## config.mk

```make
export PLATFORM = sky130hd
export DESIGN_NAME = reference_input_qualifier
export DESIGN_NICKNAME = d
export VERILOG_FILES = /design/src/verilog/refq_pkg.sv /design/src/verilog/reference_input_qualifier.sv /design/src/verilog/freq_monitor.sv
export SDC_FILE = /design/constraint.sdc
export NUM_CORES = 2
export LEC_CHECK = 0
export ABC_AREA = 0
export BUFFER_PORTS_ARGS = -buffer_cell sky130_fd_sc_hd__buf_2
export CORE_ASPECT_RATIO = 2
export CORE_MARGIN = 4
export CORE_UTILIZATION = 50
export DETAILED_ROUTE_END_ITERATION = 12
export PLACE_DENSITY = 0.73
export SLEW_MARGIN = 25
export SYNTH_ARGS = -nofsm -noshare
export SYNTH_HDL_FRONTEND = slang
export SYNTH_SLANG_ARGS = --single-unit
```

## constraint.sdc

```tcl
create_clock -name mclk_i -period 5.1 [get_ports mclk_i]
set_clock_uncertainty 0.05 [all_clocks]
set_input_delay 0.255 -clock mclk_i [delete_from_list [all_inputs] [get_ports mclk_i]]
set_output_delay 0.255 -clock mclk_i [all_outputs]
set_load 0.01 [all_outputs]
```

## src/verilog/refq_pkg.sv

```systemverilog
// Purpose: Shared constants and types for the reference input qualifier
// Assumes: 10 MHz system clock, Avalon-MM register slave with 32-bit data
// Notes: Four reference inputs; register map is word aligned
package refq_pkg;
  localparam int NUM_REFS = 4;
  localparam int CLK_HZ = 10000000;
  // Register byte offsets
  localparam logic [7:0] OFS_CTRL = 8'h00;
  localparam logic [7:0] OFS_STATUS = 8'h04;
  localparam logic [7:0] OFS_REF_CFG0 = 8'h10;
  localparam logic [7:0] OFS_REF_THR0 = 8'h20;
  localparam logic [7:0] OFS_REF_VT0 = 8'h30;
  localparam logic [7:0] OFS_REF_ERR0 = 8'h40;
  // Control field positions
  localparam int CTRL_BYPASS_BIT = 0;
  localparam int CTRL_ZDS_BIT = 1;
  localparam int CTRL_SEL_LSB = 4;
  // Ref config field positions
  localparam int CFG_FDET_EN_BIT = 0;
  localparam int CFG_MISS_EN_BIT = 1;
  localparam int CFG_RUNT_EN_BIT = 2;
  localparam int CFG_PV_EN_BIT = 3;
  localparam int CFG_VT_EN_BIT = 4;
  localparam int CFG_AVG_LSB = 8;
  localparam int CFG_ACC_LSB = 12;
  // Reset values
  localparam logic [31:0] CTRL_RST = 32'h0000_0000;
  localparam logic [31:0] CFG_RST = 32'h0000_0000;
  localparam logic [31:0] THR_RST = 32'h0064_0032;
  localparam logic [31:0] VT_RST = 32'h0000_000a;
  localparam logic [31:0] RD_UNMAPPED = 32'h0000_0000;
  // Timing: validation timer tick is 1 ms
  localparam int VT_TICK_US = 1000;
  localparam int VT_TICK_CYC = (CLK_HZ / 1000000) * VT_TICK_US;
  // Base measurement window in cycles before accuracy and averaging scaling
  localparam int MEAS_BASE_CYC = 16;
  // Largest programmable threshold at averaging factor zero
  localparam logic [15:0] THR_MAX_BASE = 16'hffff;

  typedef struct packed {
    logic fdet_en;
    logic miss_en;
    logic runt_en;
    logic pv_en;
    logic vt_en;
    logic [3:0] avg;
    logic [3:0] acc;
    logic [15:0] thr_valid;
    logic [15:0] thr_invalid;
    logic [15:0] vt_len;
  } ref_cfg_type;

  typedef struct packed {
    logic miss;
    logic runt;
    logic pv;
  } ext_flags_type;
endpackage

```

## src/verilog/reference_input_qualifier.sv

```systemverilog
// Purpose: Qualify reference and oscillator inputs for the DPLL selector
// Assumes: ppm errors and window detector flags come from same-clock logic
// Notes: Osc detector level arrives from an analog block and is synchronised
`timescale 1ns/1ns

module reference_input_qualifier
  import refq_pkg::*;
#(
  parameter int N = NUM_REFS,
  parameter int TICK_CYC = VT_TICK_CYC
)
(
  input wire logic mclk_i,
  input wire logic rst_b_i,
  input wire logic [7:0] avs_address_i,
  input wire logic avs_read_i,
  input wire logic avs_write_i,
  input wire logic [31:0] avs_writedata_i,
  input wire logic [3:0] avs_byteenable_i,
  output logic [31:0] avs_readdata_o,
  output logic avs_waitrequest_o,
  input wire logic osc_in_range_i,
  input wire logic [N*16-1:0] ppm_err_i,
  input wire logic [N*3-1:0] win_flags_i,
  input wire logic dpll_locked_i,
  input wire logic in_gap_i,
  output logic osc_freq_loss_flag_o,
  output logic osc_valid_o,
  output logic [N-1:0] ref_qualified_o,
  output logic [N*4-1:0] status_pins_o,
  output logic hitless_ok_o
);
  typedef struct packed {
    logic [31:0] ctrl;
    logic [N-1:0][31:0] cfg;
    logic [N-1:0][31:0] thr;
    logic [N-1:0][31:0] vt;
    logic [31:0] rdata;
    logic wait_n;
    logic [2:0] osc_sync;
    logic osc_loss;
    logic osc_valid;
    logic [19:0] tick_cnt;
    logic [N-1:0][15:0] vt_cnt;
    logic [N-1:0] qual;
    logic [N*4-1:0] pins;
    logic hitless;
  } top_state_type;

  top_state_type s_q;
  top_state_type s_d;
  logic [N-1:0] fdet_flag;
  logic [N-1:0] any_flag;
  logic [1:0] sel;
  logic tick;

  // Strip the config, threshold and timer words into the per-input settings record
  function automatic ref_cfg_type unpack_cfg(input logic [31:0] c, input logic [31:0] t,
                                             input logic [31:0] v);
    ref_cfg_type r;
    r.fdet_en = c[CFG_FDET_EN_BIT];
    r.miss_en = c[CFG_MISS_EN_BIT];
    r.runt_en = c[CFG_RUNT_EN_BIT];
    r.pv_en = c[CFG_PV_EN_BIT];
    r.vt_en = c[CFG_VT_EN_BIT];
    r.avg = c[CFG_AVG_LSB +: 4];
    r.acc = c[CFG_ACC_LSB +: 4];
    r.thr_valid = t[15:0];
    r.thr_invalid = t[31:16];
    r.vt_len = v[15:0];
    return r;
  endfunction

  // Byte-lane merge for register writes
  function automatic logic [31:0] merge(input logic [31:0] old, input logic [31:0] wd,
                                        input logic [3:0] be);
    logic [31:0] r;
    r = old;
    for (int b = 0; b < 4; b++)
      if (be[b])
        r[b*8 +: 8] = wd[b*8 +: 8];
    return r;
  endfunction

  // Threshold clamp: more averaging lowers the programmable ceiling
  function automatic logic [15:0] clamp_thr(input logic [15:0] t, input logic [3:0] avg);
    logic [15:0] m;
    m = THR_MAX_BASE >> avg;
    return (t > m) ? m : t;
  endfunction

  assign sel = s_q.ctrl[CTRL_SEL_LSB +: 2];
  assign tick = (s_q.tick_cnt == 20'(TICK_CYC - 1));

  // One frequency monitor per reference input
  for (genvar g = 0; g < N; g++)
  begin : g_fm
    ref_cfg_type rc;
    ext_flags_type ef;
    assign rc = unpack_cfg(s_q.cfg[g], s_q.thr[g], s_q.vt[g]);
    assign ef = win_flags_i[g*3 +: 3];
    freq_monitor u_fm (
      .mclk_i(mclk_i),
      .rst_b_i(rst_b_i),
      .en_i(rc.fdet_en),
      .ppm_err_i(ppm_err_i[g*16 +: 16]),
      .thr_valid_i(clamp_thr(rc.thr_valid, rc.avg)),
      .thr_invalid_i(clamp_thr(rc.thr_invalid, rc.avg)),
      .avg_i(rc.avg),
      .acc_i(rc.acc),
      .flag_o(fdet_flag[g])
    );
    // Disabled monitors are masked out before qualification
    assign any_flag[g] = fdet_flag[g] | (rc.miss_en & ef.miss)
                       | (rc.runt_en & ef.runt) | (rc.pv_en & ef.pv);
  end

  // Register file, monitors and qualification
  always_comb
  begin
    ref_cfg_type rc;
    ext_flags_type ef;
    logic [7:0] a;
    rc = '0;
    ef = '0;
    a = avs_address_i;
    s_d = s_q;
    // Two-cycle access: waitrequest high on the first cycle of a request
    s_d.wait_n = (avs_read_i | avs_write_i) & ~s_q.wait_n;
    if ((avs_read_i | avs_write_i) & ~s_q.wait_n)
    begin
      s_d.rdata = RD_UNMAPPED;
      if (a == OFS_CTRL)
      begin
        s_d.rdata = s_q.ctrl;
        if (avs_write_i)
          s_d.ctrl = merge(s_q.ctrl, avs_writedata_i, avs_byteenable_i);
      end
      else if (a == OFS_STATUS)
      begin
        // Selected input only, so software sees what the DPLL tracks
        s_d.rdata = {24'h000000, s_q.hitless, s_q.osc_valid, s_q.osc_loss,
                     s_q.qual[sel], s_q.pins[sel*4 +: 4]};
      end
      for (int i = 0; i < N; i++)
      begin
        if (a == OFS_REF_CFG0 + 8'(i*4))
        begin
          s_d.rdata = s_q.cfg[i];
          if (avs_write_i)
            s_d.cfg[i] = merge(s_q.cfg[i], avs_writedata_i, avs_byteenable_i);
        end
        if (a == OFS_REF_THR0 + 8'(i*4))
        begin
          s_d.rdata = s_q.thr[i];
          if (avs_write_i)
            s_d.thr[i] = merge(s_q.thr[i], avs_writedata_i, avs_byteenable_i);
        end
        if (a == OFS_REF_VT0 + 8'(i*4))
        begin
          s_d.rdata = s_q.vt[i];
          if (avs_write_i)
            s_d.vt[i] = merge(s_q.vt[i], avs_writedata_i, avs_byteenable_i);
        end
        if (a == OFS_REF_ERR0 + 8'(i*4))
          s_d.rdata = {16'h0000, ppm_err_i[i*16 +: 16]};
      end
    end
    // Three-stage sync; decision taken only when stages two and three agree
    s_d.osc_sync = {s_q.osc_sync[1:0], osc_in_range_i};
    if (s_q.osc_sync[1] == s_q.osc_sync[2])
      s_d.osc_loss = ~s_q.osc_sync[2];
    // Bypass steers validity only; loss flag keeps the raw detector result
    s_d.osc_valid = s_q.ctrl[CTRL_BYPASS_BIT] | ~s_d.osc_loss;
    s_d.tick_cnt = tick ? 20'h00000 : s_q.tick_cnt + 20'h00001;
    for (int i = 0; i < N; i++)
    begin
      rc = unpack_cfg(s_q.cfg[i], s_q.thr[i], s_q.vt[i]);
      ef = win_flags_i[i*3 +: 3];
      // Pins show every input, selected or not
      s_d.pins[i*4 +: 4] = {fdet_flag[i], rc.miss_en & ef.miss,
                            rc.runt_en & ef.runt, rc.pv_en & ef.pv};
      if (any_flag[i])
      begin
        s_d.qual[i] = 1'b0;
        s_d.vt_cnt[i] = 16'h0000;
      end
      else if (!rc.vt_en)
        s_d.qual[i] = 1'b1;
      else if (s_q.vt_cnt[i] >= rc.vt_len)
        s_d.qual[i] = 1'b1;
      else if (tick)
        s_d.vt_cnt[i] = s_q.vt_cnt[i] + 16'h0001;
    end
    // Hitless allowed only once locked, no zero-delay sync, no gap
    s_d.hitless = dpll_locked_i & ~s_q.ctrl[CTRL_ZDS_BIT] & ~in_gap_i;
  end

  always_ff @(posedge mclk_i)
  begin
    if (!rst_b_i)
    begin
      s_q <= '0;
      s_q.ctrl <= CTRL_RST;
      for (int i = 0; i < N; i++)
      begin
        s_q.cfg[i] <= CFG_RST;
        s_q.thr[i] <= THR_RST;
        s_q.vt[i] <= VT_RST;
      end
      s_q.osc_loss <= 1'b1;
    end
    else
      s_q <= s_d;
  end

  assign avs_readdata_o = s_q.rdata;
  assign avs_waitrequest_o = ~s_q.wait_n;
  assign osc_freq_loss_flag_o = s_q.osc_loss;
  assign osc_valid_o = s_q.osc_valid;
  assign ref_qualified_o = s_q.qual;
  assign status_pins_o = s_q.pins;
  assign hitless_ok_o = s_q.hitless;
endmodule

```

## src/verilog/freq_monitor.sv

```systemverilog
// Purpose: Per-reference ppm frequency monitor with hysteresis
// Assumes: ppm error is supplied by the counter front end each cycle
// Notes: Larger averaging or finer accuracy lengthens the window
`timescale 1ns/1ns
module freq_monitor
  import refq_pkg::*;
(
  input wire logic mclk_i,
  input wire logic rst_b_i,
  input wire logic en_i,
  input wire logic [15:0] ppm_err_i,
  input wire logic [15:0] thr_valid_i,
  input wire logic [15:0] thr_invalid_i,
  input wire logic [3:0] avg_i,
  input wire logic [3:0] acc_i,
  output logic flag_o
);
  typedef struct packed {
    logic flag;
    logic [23:0] cnt;
    logic [19:0] pk;
  } fm_state_type;

  fm_state_type s_q;
  fm_state_type s_d;
  logic [23:0] win;
  logic [19:0] pk_now;

  // Window length: base scaled by averaging and accuracy setting
  always_comb
  begin
    win = 24'(MEAS_BASE_CYC) << avg_i;
    win = win + (24'(MEAS_BASE_CYC) * 24'(acc_i));
  end

  // Worst error in a window decides the flag at its end
  always_comb
  begin
    s_d = s_q;
    // Peak including this cycle's sample, so the last sample of a window counts
    pk_now = (20'(ppm_err_i) > s_q.pk) ? 20'(ppm_err_i) : s_q.pk;
    if (!en_i)
    begin
      s_d.flag = 1'b0;
      s_d.cnt = 24'h000000;
      s_d.pk = 20'h00000;
    end
    else
    begin
      s_d.pk = pk_now;
      s_d.cnt = s_q.cnt + 24'h000001;
      if (s_q.cnt >= win)
      begin
        s_d.cnt = 24'h000000;
        s_d.pk = 20'h00000;
        // Judge the finished window before the peak is cleared for the next
        if (pk_now < 20'(thr_valid_i))
          s_d.flag = 1'b0;
        else if (pk_now > 20'(thr_invalid_i))
          s_d.flag = 1'b1;
      end
    end
  end

  always_ff @(posedge mclk_i)
  begin
    if (!rst_b_i)
      s_q <= '0;
    else
      s_q <= s_d;
  end

  assign flag_o = s_q.flag;
endmodule

```

==> results.sh <==
export IMPL_critPathMostFrequentCell="a21oi_1"
export IMPL_gr_total_overflow=0
export IMPL_die_h_um=430.6
export IMPL_dr_pass1_iters=7
export IMPL_synth_seq_area_share_pct=33.14
export IMPL_fin_nets=6322
export IMPL_clk_latency_ps=710
export IMPL_num_vias=42930
export IMPL_cp_buffers_inverters=4
export IMPL_hpwl_mm=140.6
export IMPL_synth_cell_types=103
export IMPL_grt_antenna_before_repair=25
export IMPL_cts_buffers=72
export IMPL_htreeDepth=3
export IMPL_async_flop_share_pct=0
export IMPL_power_density_nw_per_um2=249.8
export IMPL_yosysWarnings=0
export IMPL_worstPathArrival_ps=5320
export IMPL_setup_ws_ps=295.5
export IMPL_wire_per_inst_um=26.60
export IMPL_cts_root_buffer="clkbuf_16"
export IMPL_power_mw=12.46
export IMPL_endpoint_kind="flop"
export IMPL_fmax_mhz=208.1
export IMPL_ioPinCount=183
export IMPL_status="finished clean"
export IMPL_min_period_ps=4805
export IMPL_synth_area_per_cell_um2=8.036
export IMPL_ys_ff_latch=739
export IMPL_pre_cts_slack_ps=-82.51
export IMPL_port_buffers=182
export IMPL_grt_max_degree=159
export IMPL_drc=0
export IMPL_syn_area_um2=44650
export IMPL_cp_required_ps=5620
export IMPL_drive_gt1_share_pct=9.715
export IMPL_rsz0062_at_grt="false"
export IMPL_switching_power_mw=3.228
export IMPL_synth_ff_type="dfxtp_1"
export IMPL_cts_sinks=739
export IMPL_cp_slowest_stage_delay_ps=430
export IMPL_cpLargestDelayFamily="compound AO/OA/AOI/OAI gates"
export IMPL_power_frac_clock_pct=45.3
export IMPL_path_max_fanout=14
export IMPL_cap_violations=0
export IMPL_drt_iter0_markers=4541
export IMPL_ant_nets=0
export IMPL_hold_start="ppm_err_i[55]"
export IMPL_finalSetupTns_ps=0
export IMPL_power_frac_seq_pct=46.6
export IMPL_worstMarginPinSlew_ps=1253
export IMPL_hold_path_cell_count=3
export IMPL_hold_class="in -> reg"
export IMPL_path_clk_slew_ps=60
export IMPL_p_sw_share_pct=25.90
export IMPL_cts_tree="built"
export IMPL_gp_congestion=1.150
export IMPL_power_frac_comb_pct=8.0
export IMPL_via_per_inst=6.163
export IMPL_synthCells=5556
export IMPL_ir_drop_uv=310.4
export IMPL_setup_viol=0
export IMPL_r2r_start="g_fm[2].rc[54]"
export IMPL_num_rows=154
export IMPL_fillers=8126
export IMPL_die_w_um=219.3
export IMPL_track_usage_pct=38.28
export IMPL_syn2layout_area_growth_pct=11.78
export IMPL_crit_chain="a21oi_1 -> inv_1 -> o21ai_0 -> inv_1 -> ha_1 -> a21oi_1 -> nor2_1 -> a2111oi_0 -> o31ai_1 -> buf_4 -> a21o_1 -> a21boi_1 -> buf_12 -> mux2i_1 -> ha_1 -> a21oi_1 -> nor2b_1 -> o21ai_0 -> nand3_1 -> a211oi_1 -> o311a_1 -> a211oi_1"
export IMPL_finalHoldViolCount=0
export IMPL_core_area_um2=88440
export IMPL_design_die_area_um2=94430
export IMPL_slowest_stage="dfxtp_1"
export IMPL_final_util_pct=56.43
export IMPL_hold_path_end="g_fm[3].u_fm.s_q[7]"
export IMPL_r2r_cells=22
export IMPL_r2r_end="g_fm[2].u_fm.flag_o"
export IMPL_grt_pass1_vias=41430
export IMPL_grt_pass1_wl_mm=268.0
export IMPL_p_int_mw=9.236
export IMPL_cts_buffer_depth=3
export IMPL_p_leak_nw=20.01
export IMPL_cp_start_kind="flop"
export IMPL_synth_edff_count=0
export IMPL_maxSlewHeadroom_pct=16.45
export IMPL_reg2reg_slack_ps=300
export IMPL_fin_crit_sh_pct=94.21
export IMPL_start_util_pct=50.48
export IMPL_drt_total_wl_mm=185.3
export IMPL_path_class="reg -> reg"
export IMPL_drv_slew=0
metrics by stage:
stage,instance area (µm²),cells,hold slack [ps]
detailed placement,46840,6773,371.4
global placement,46840,6772,366.0
CTS,49780,6953,0.8500
finish,49910,6966,39.94
floorplan,44690,5566,282.5
global route,49890,6958,16.39
power groups by stage:
stage | clock, mW | sequential (mW) | combinational, mW
floorplan | 0 | 5.94 | 0.550
global placement | 0 | 5.94 | 0.920
detailed placement | 0 | 5.95 | 0.928
CTS | 5.70 | 5.81 | 0.963
global route | 5.90 | 5.81 | 1.05
finish | 5.65 | 5.81 | 1.00
worst reg2reg max path, cell delays in order (launching register included):
cell and delay, ps:
dfxtp_1 430, a21oi_1 300, inv_1 120, o21ai_0 120, inv_1 130, ha_1 310, a21oi_1 160, nor2_1 60
a2111oi_0 410, o31ai_1 130, buf_4 160, a21o_1 190, a21boi_1 160, buf_12 170, mux2i_1 440, ha_1 350
a21oi_1 140, nor2b_1 60, o21ai_0 150, nand3_1 130, a211oi_1 250, o311a_1 190, a211oi_1 60
registers in the layout, indices dropped and copies added, names as in the netlist:
signal and count:
s_d 2, ref_qualified_o 4, g_fm.u_fm.s_q 176, osc_freq_loss_flag_o 1, g_fm.u_fm.flag_o 4, status_pins_o 16, hitless_ok_o 1, s_q 258
g_fm.rc 244, osc_valid_o 1, avs_readdata_o 32
cells by family after synthesis:
kind of cell             share of synthesized area (%)
AND/OR/NAND/NOR                                  21.86
other                                          0.01682
flip-flops                                       33.14
AO/OA/AOI/OAI                                    20.08
adder cells (fa/ha/maj)                          13.10
XOR/XNOR                                         2.864
buffers and inverters                            5.409
multiplexers                                     3.534
cells in the final DEF, fill, tap and decap left out, types with 142 or more instances in the layout:
cell      Yosys  layout
dfxtp_1     739     736
inv_1       265     265
buf_4        59     142
o21ai_0     210     203
nand2_1    1154    1154
nand3_1     160     160
a21oi_1     220     217
a21boi_0    389     388
ha_1        461     461
nor2_1      413     407
buf_2        55     181
cells in the mapped netlist, drive strengths merged (14+ instances only):
cell type  number  area [µm²]
clkbuf        164       615.6
and3           51       319.1
a2111oi        20       200.2
or2            22       140.1
or4            15       112.6
xor2           85       744.5
o21ai         221        1121
dfxtp         739       14790
a211oi         34       272.8
nand2        1155        4338
nor4           19       133.9
ha            461        5768
a22oi         109       818.3
o22ai          26       162.7
xnor2          61       534.3
a21boi        390        2928
nor2          426        1642
a21o           77       578.1
inv           265       994.7
o211ai         37       277.8
mux2i         107        1071
a222oi         28       280.3
or3            19       118.9
and2           28       177.7
nand4         103       650.6
nand3         160       800.8
nor2b          95       594.3
buf           125       797.0
nand2b         14       87.58
a221oi         17       155.1
a21oi         223        1135
nor3           59       295.3
o31ai          20       155.1
mux2           33       371.6
final cells by class:
| type | count | area (µm²) | area share (%) |
|---|---|---|---|
| Antenna cell | 11 | 27.53 | 0.05516 |
| Clock buffer | 103 | 2048 | 4.104 |
| Clock inverter | 26 | 381.6 | 0.7647 |
| Inverter | 267 | 1006 | 2.016 |
| Multi-Input combinational cell | 4271 | 27610 | 55.32 |
| Sequential cell | 739 | 14800 | 29.66 |
| Tap cell | 1170 | 1464 | 2.933 |
| Timing Repair Buffer | 379 | 2569 | 5.147 |
per-layer routing:
metal	wire (µm)	global-route usage [%]	vias up	share of wire [%]
met5	149	0	-	0.080
met4	25150	39.94	22	14
met2	82860	60.80	2160	45
met1	61330	39.02	20080	33
met3	15820	9.921	912	8.5
li1	-	-	19760	-
worst max path at each step:
stage | endpoint | cells after the start | slack [ps] | from
global route | g_fm[3].u_fm.flag_o | 23 | 2 | g_fm[3].rc[54]
finish | g_fm[2].u_fm.flag_o | 22 | 300 | g_fm[2].rc[54]
floorplan | g_fm[0].u_fm.flag_o | 21 | 650 | g_fm[0].rc[53]
global placement | g_fm[0].u_fm.flag_o | 21 | -10 | g_fm[0].rc[52]
detailed placement | g_fm[0].u_fm.flag_o | 21 | -80 | g_fm[0].rc[52]
CTS | g_fm[0].u_fm.flag_o | 21 | 70 | g_fm[0].rc[52]
what timing repair did:
action	CTS	global route
endpoints found under the setup margin	1	4
hold buffers	51	0
pin swaps	0	2
gates resized for setup	1	26
setup buffers	0	1
endpoints found under the hold margin	276	0
Power figures use the tool's default switching activity.
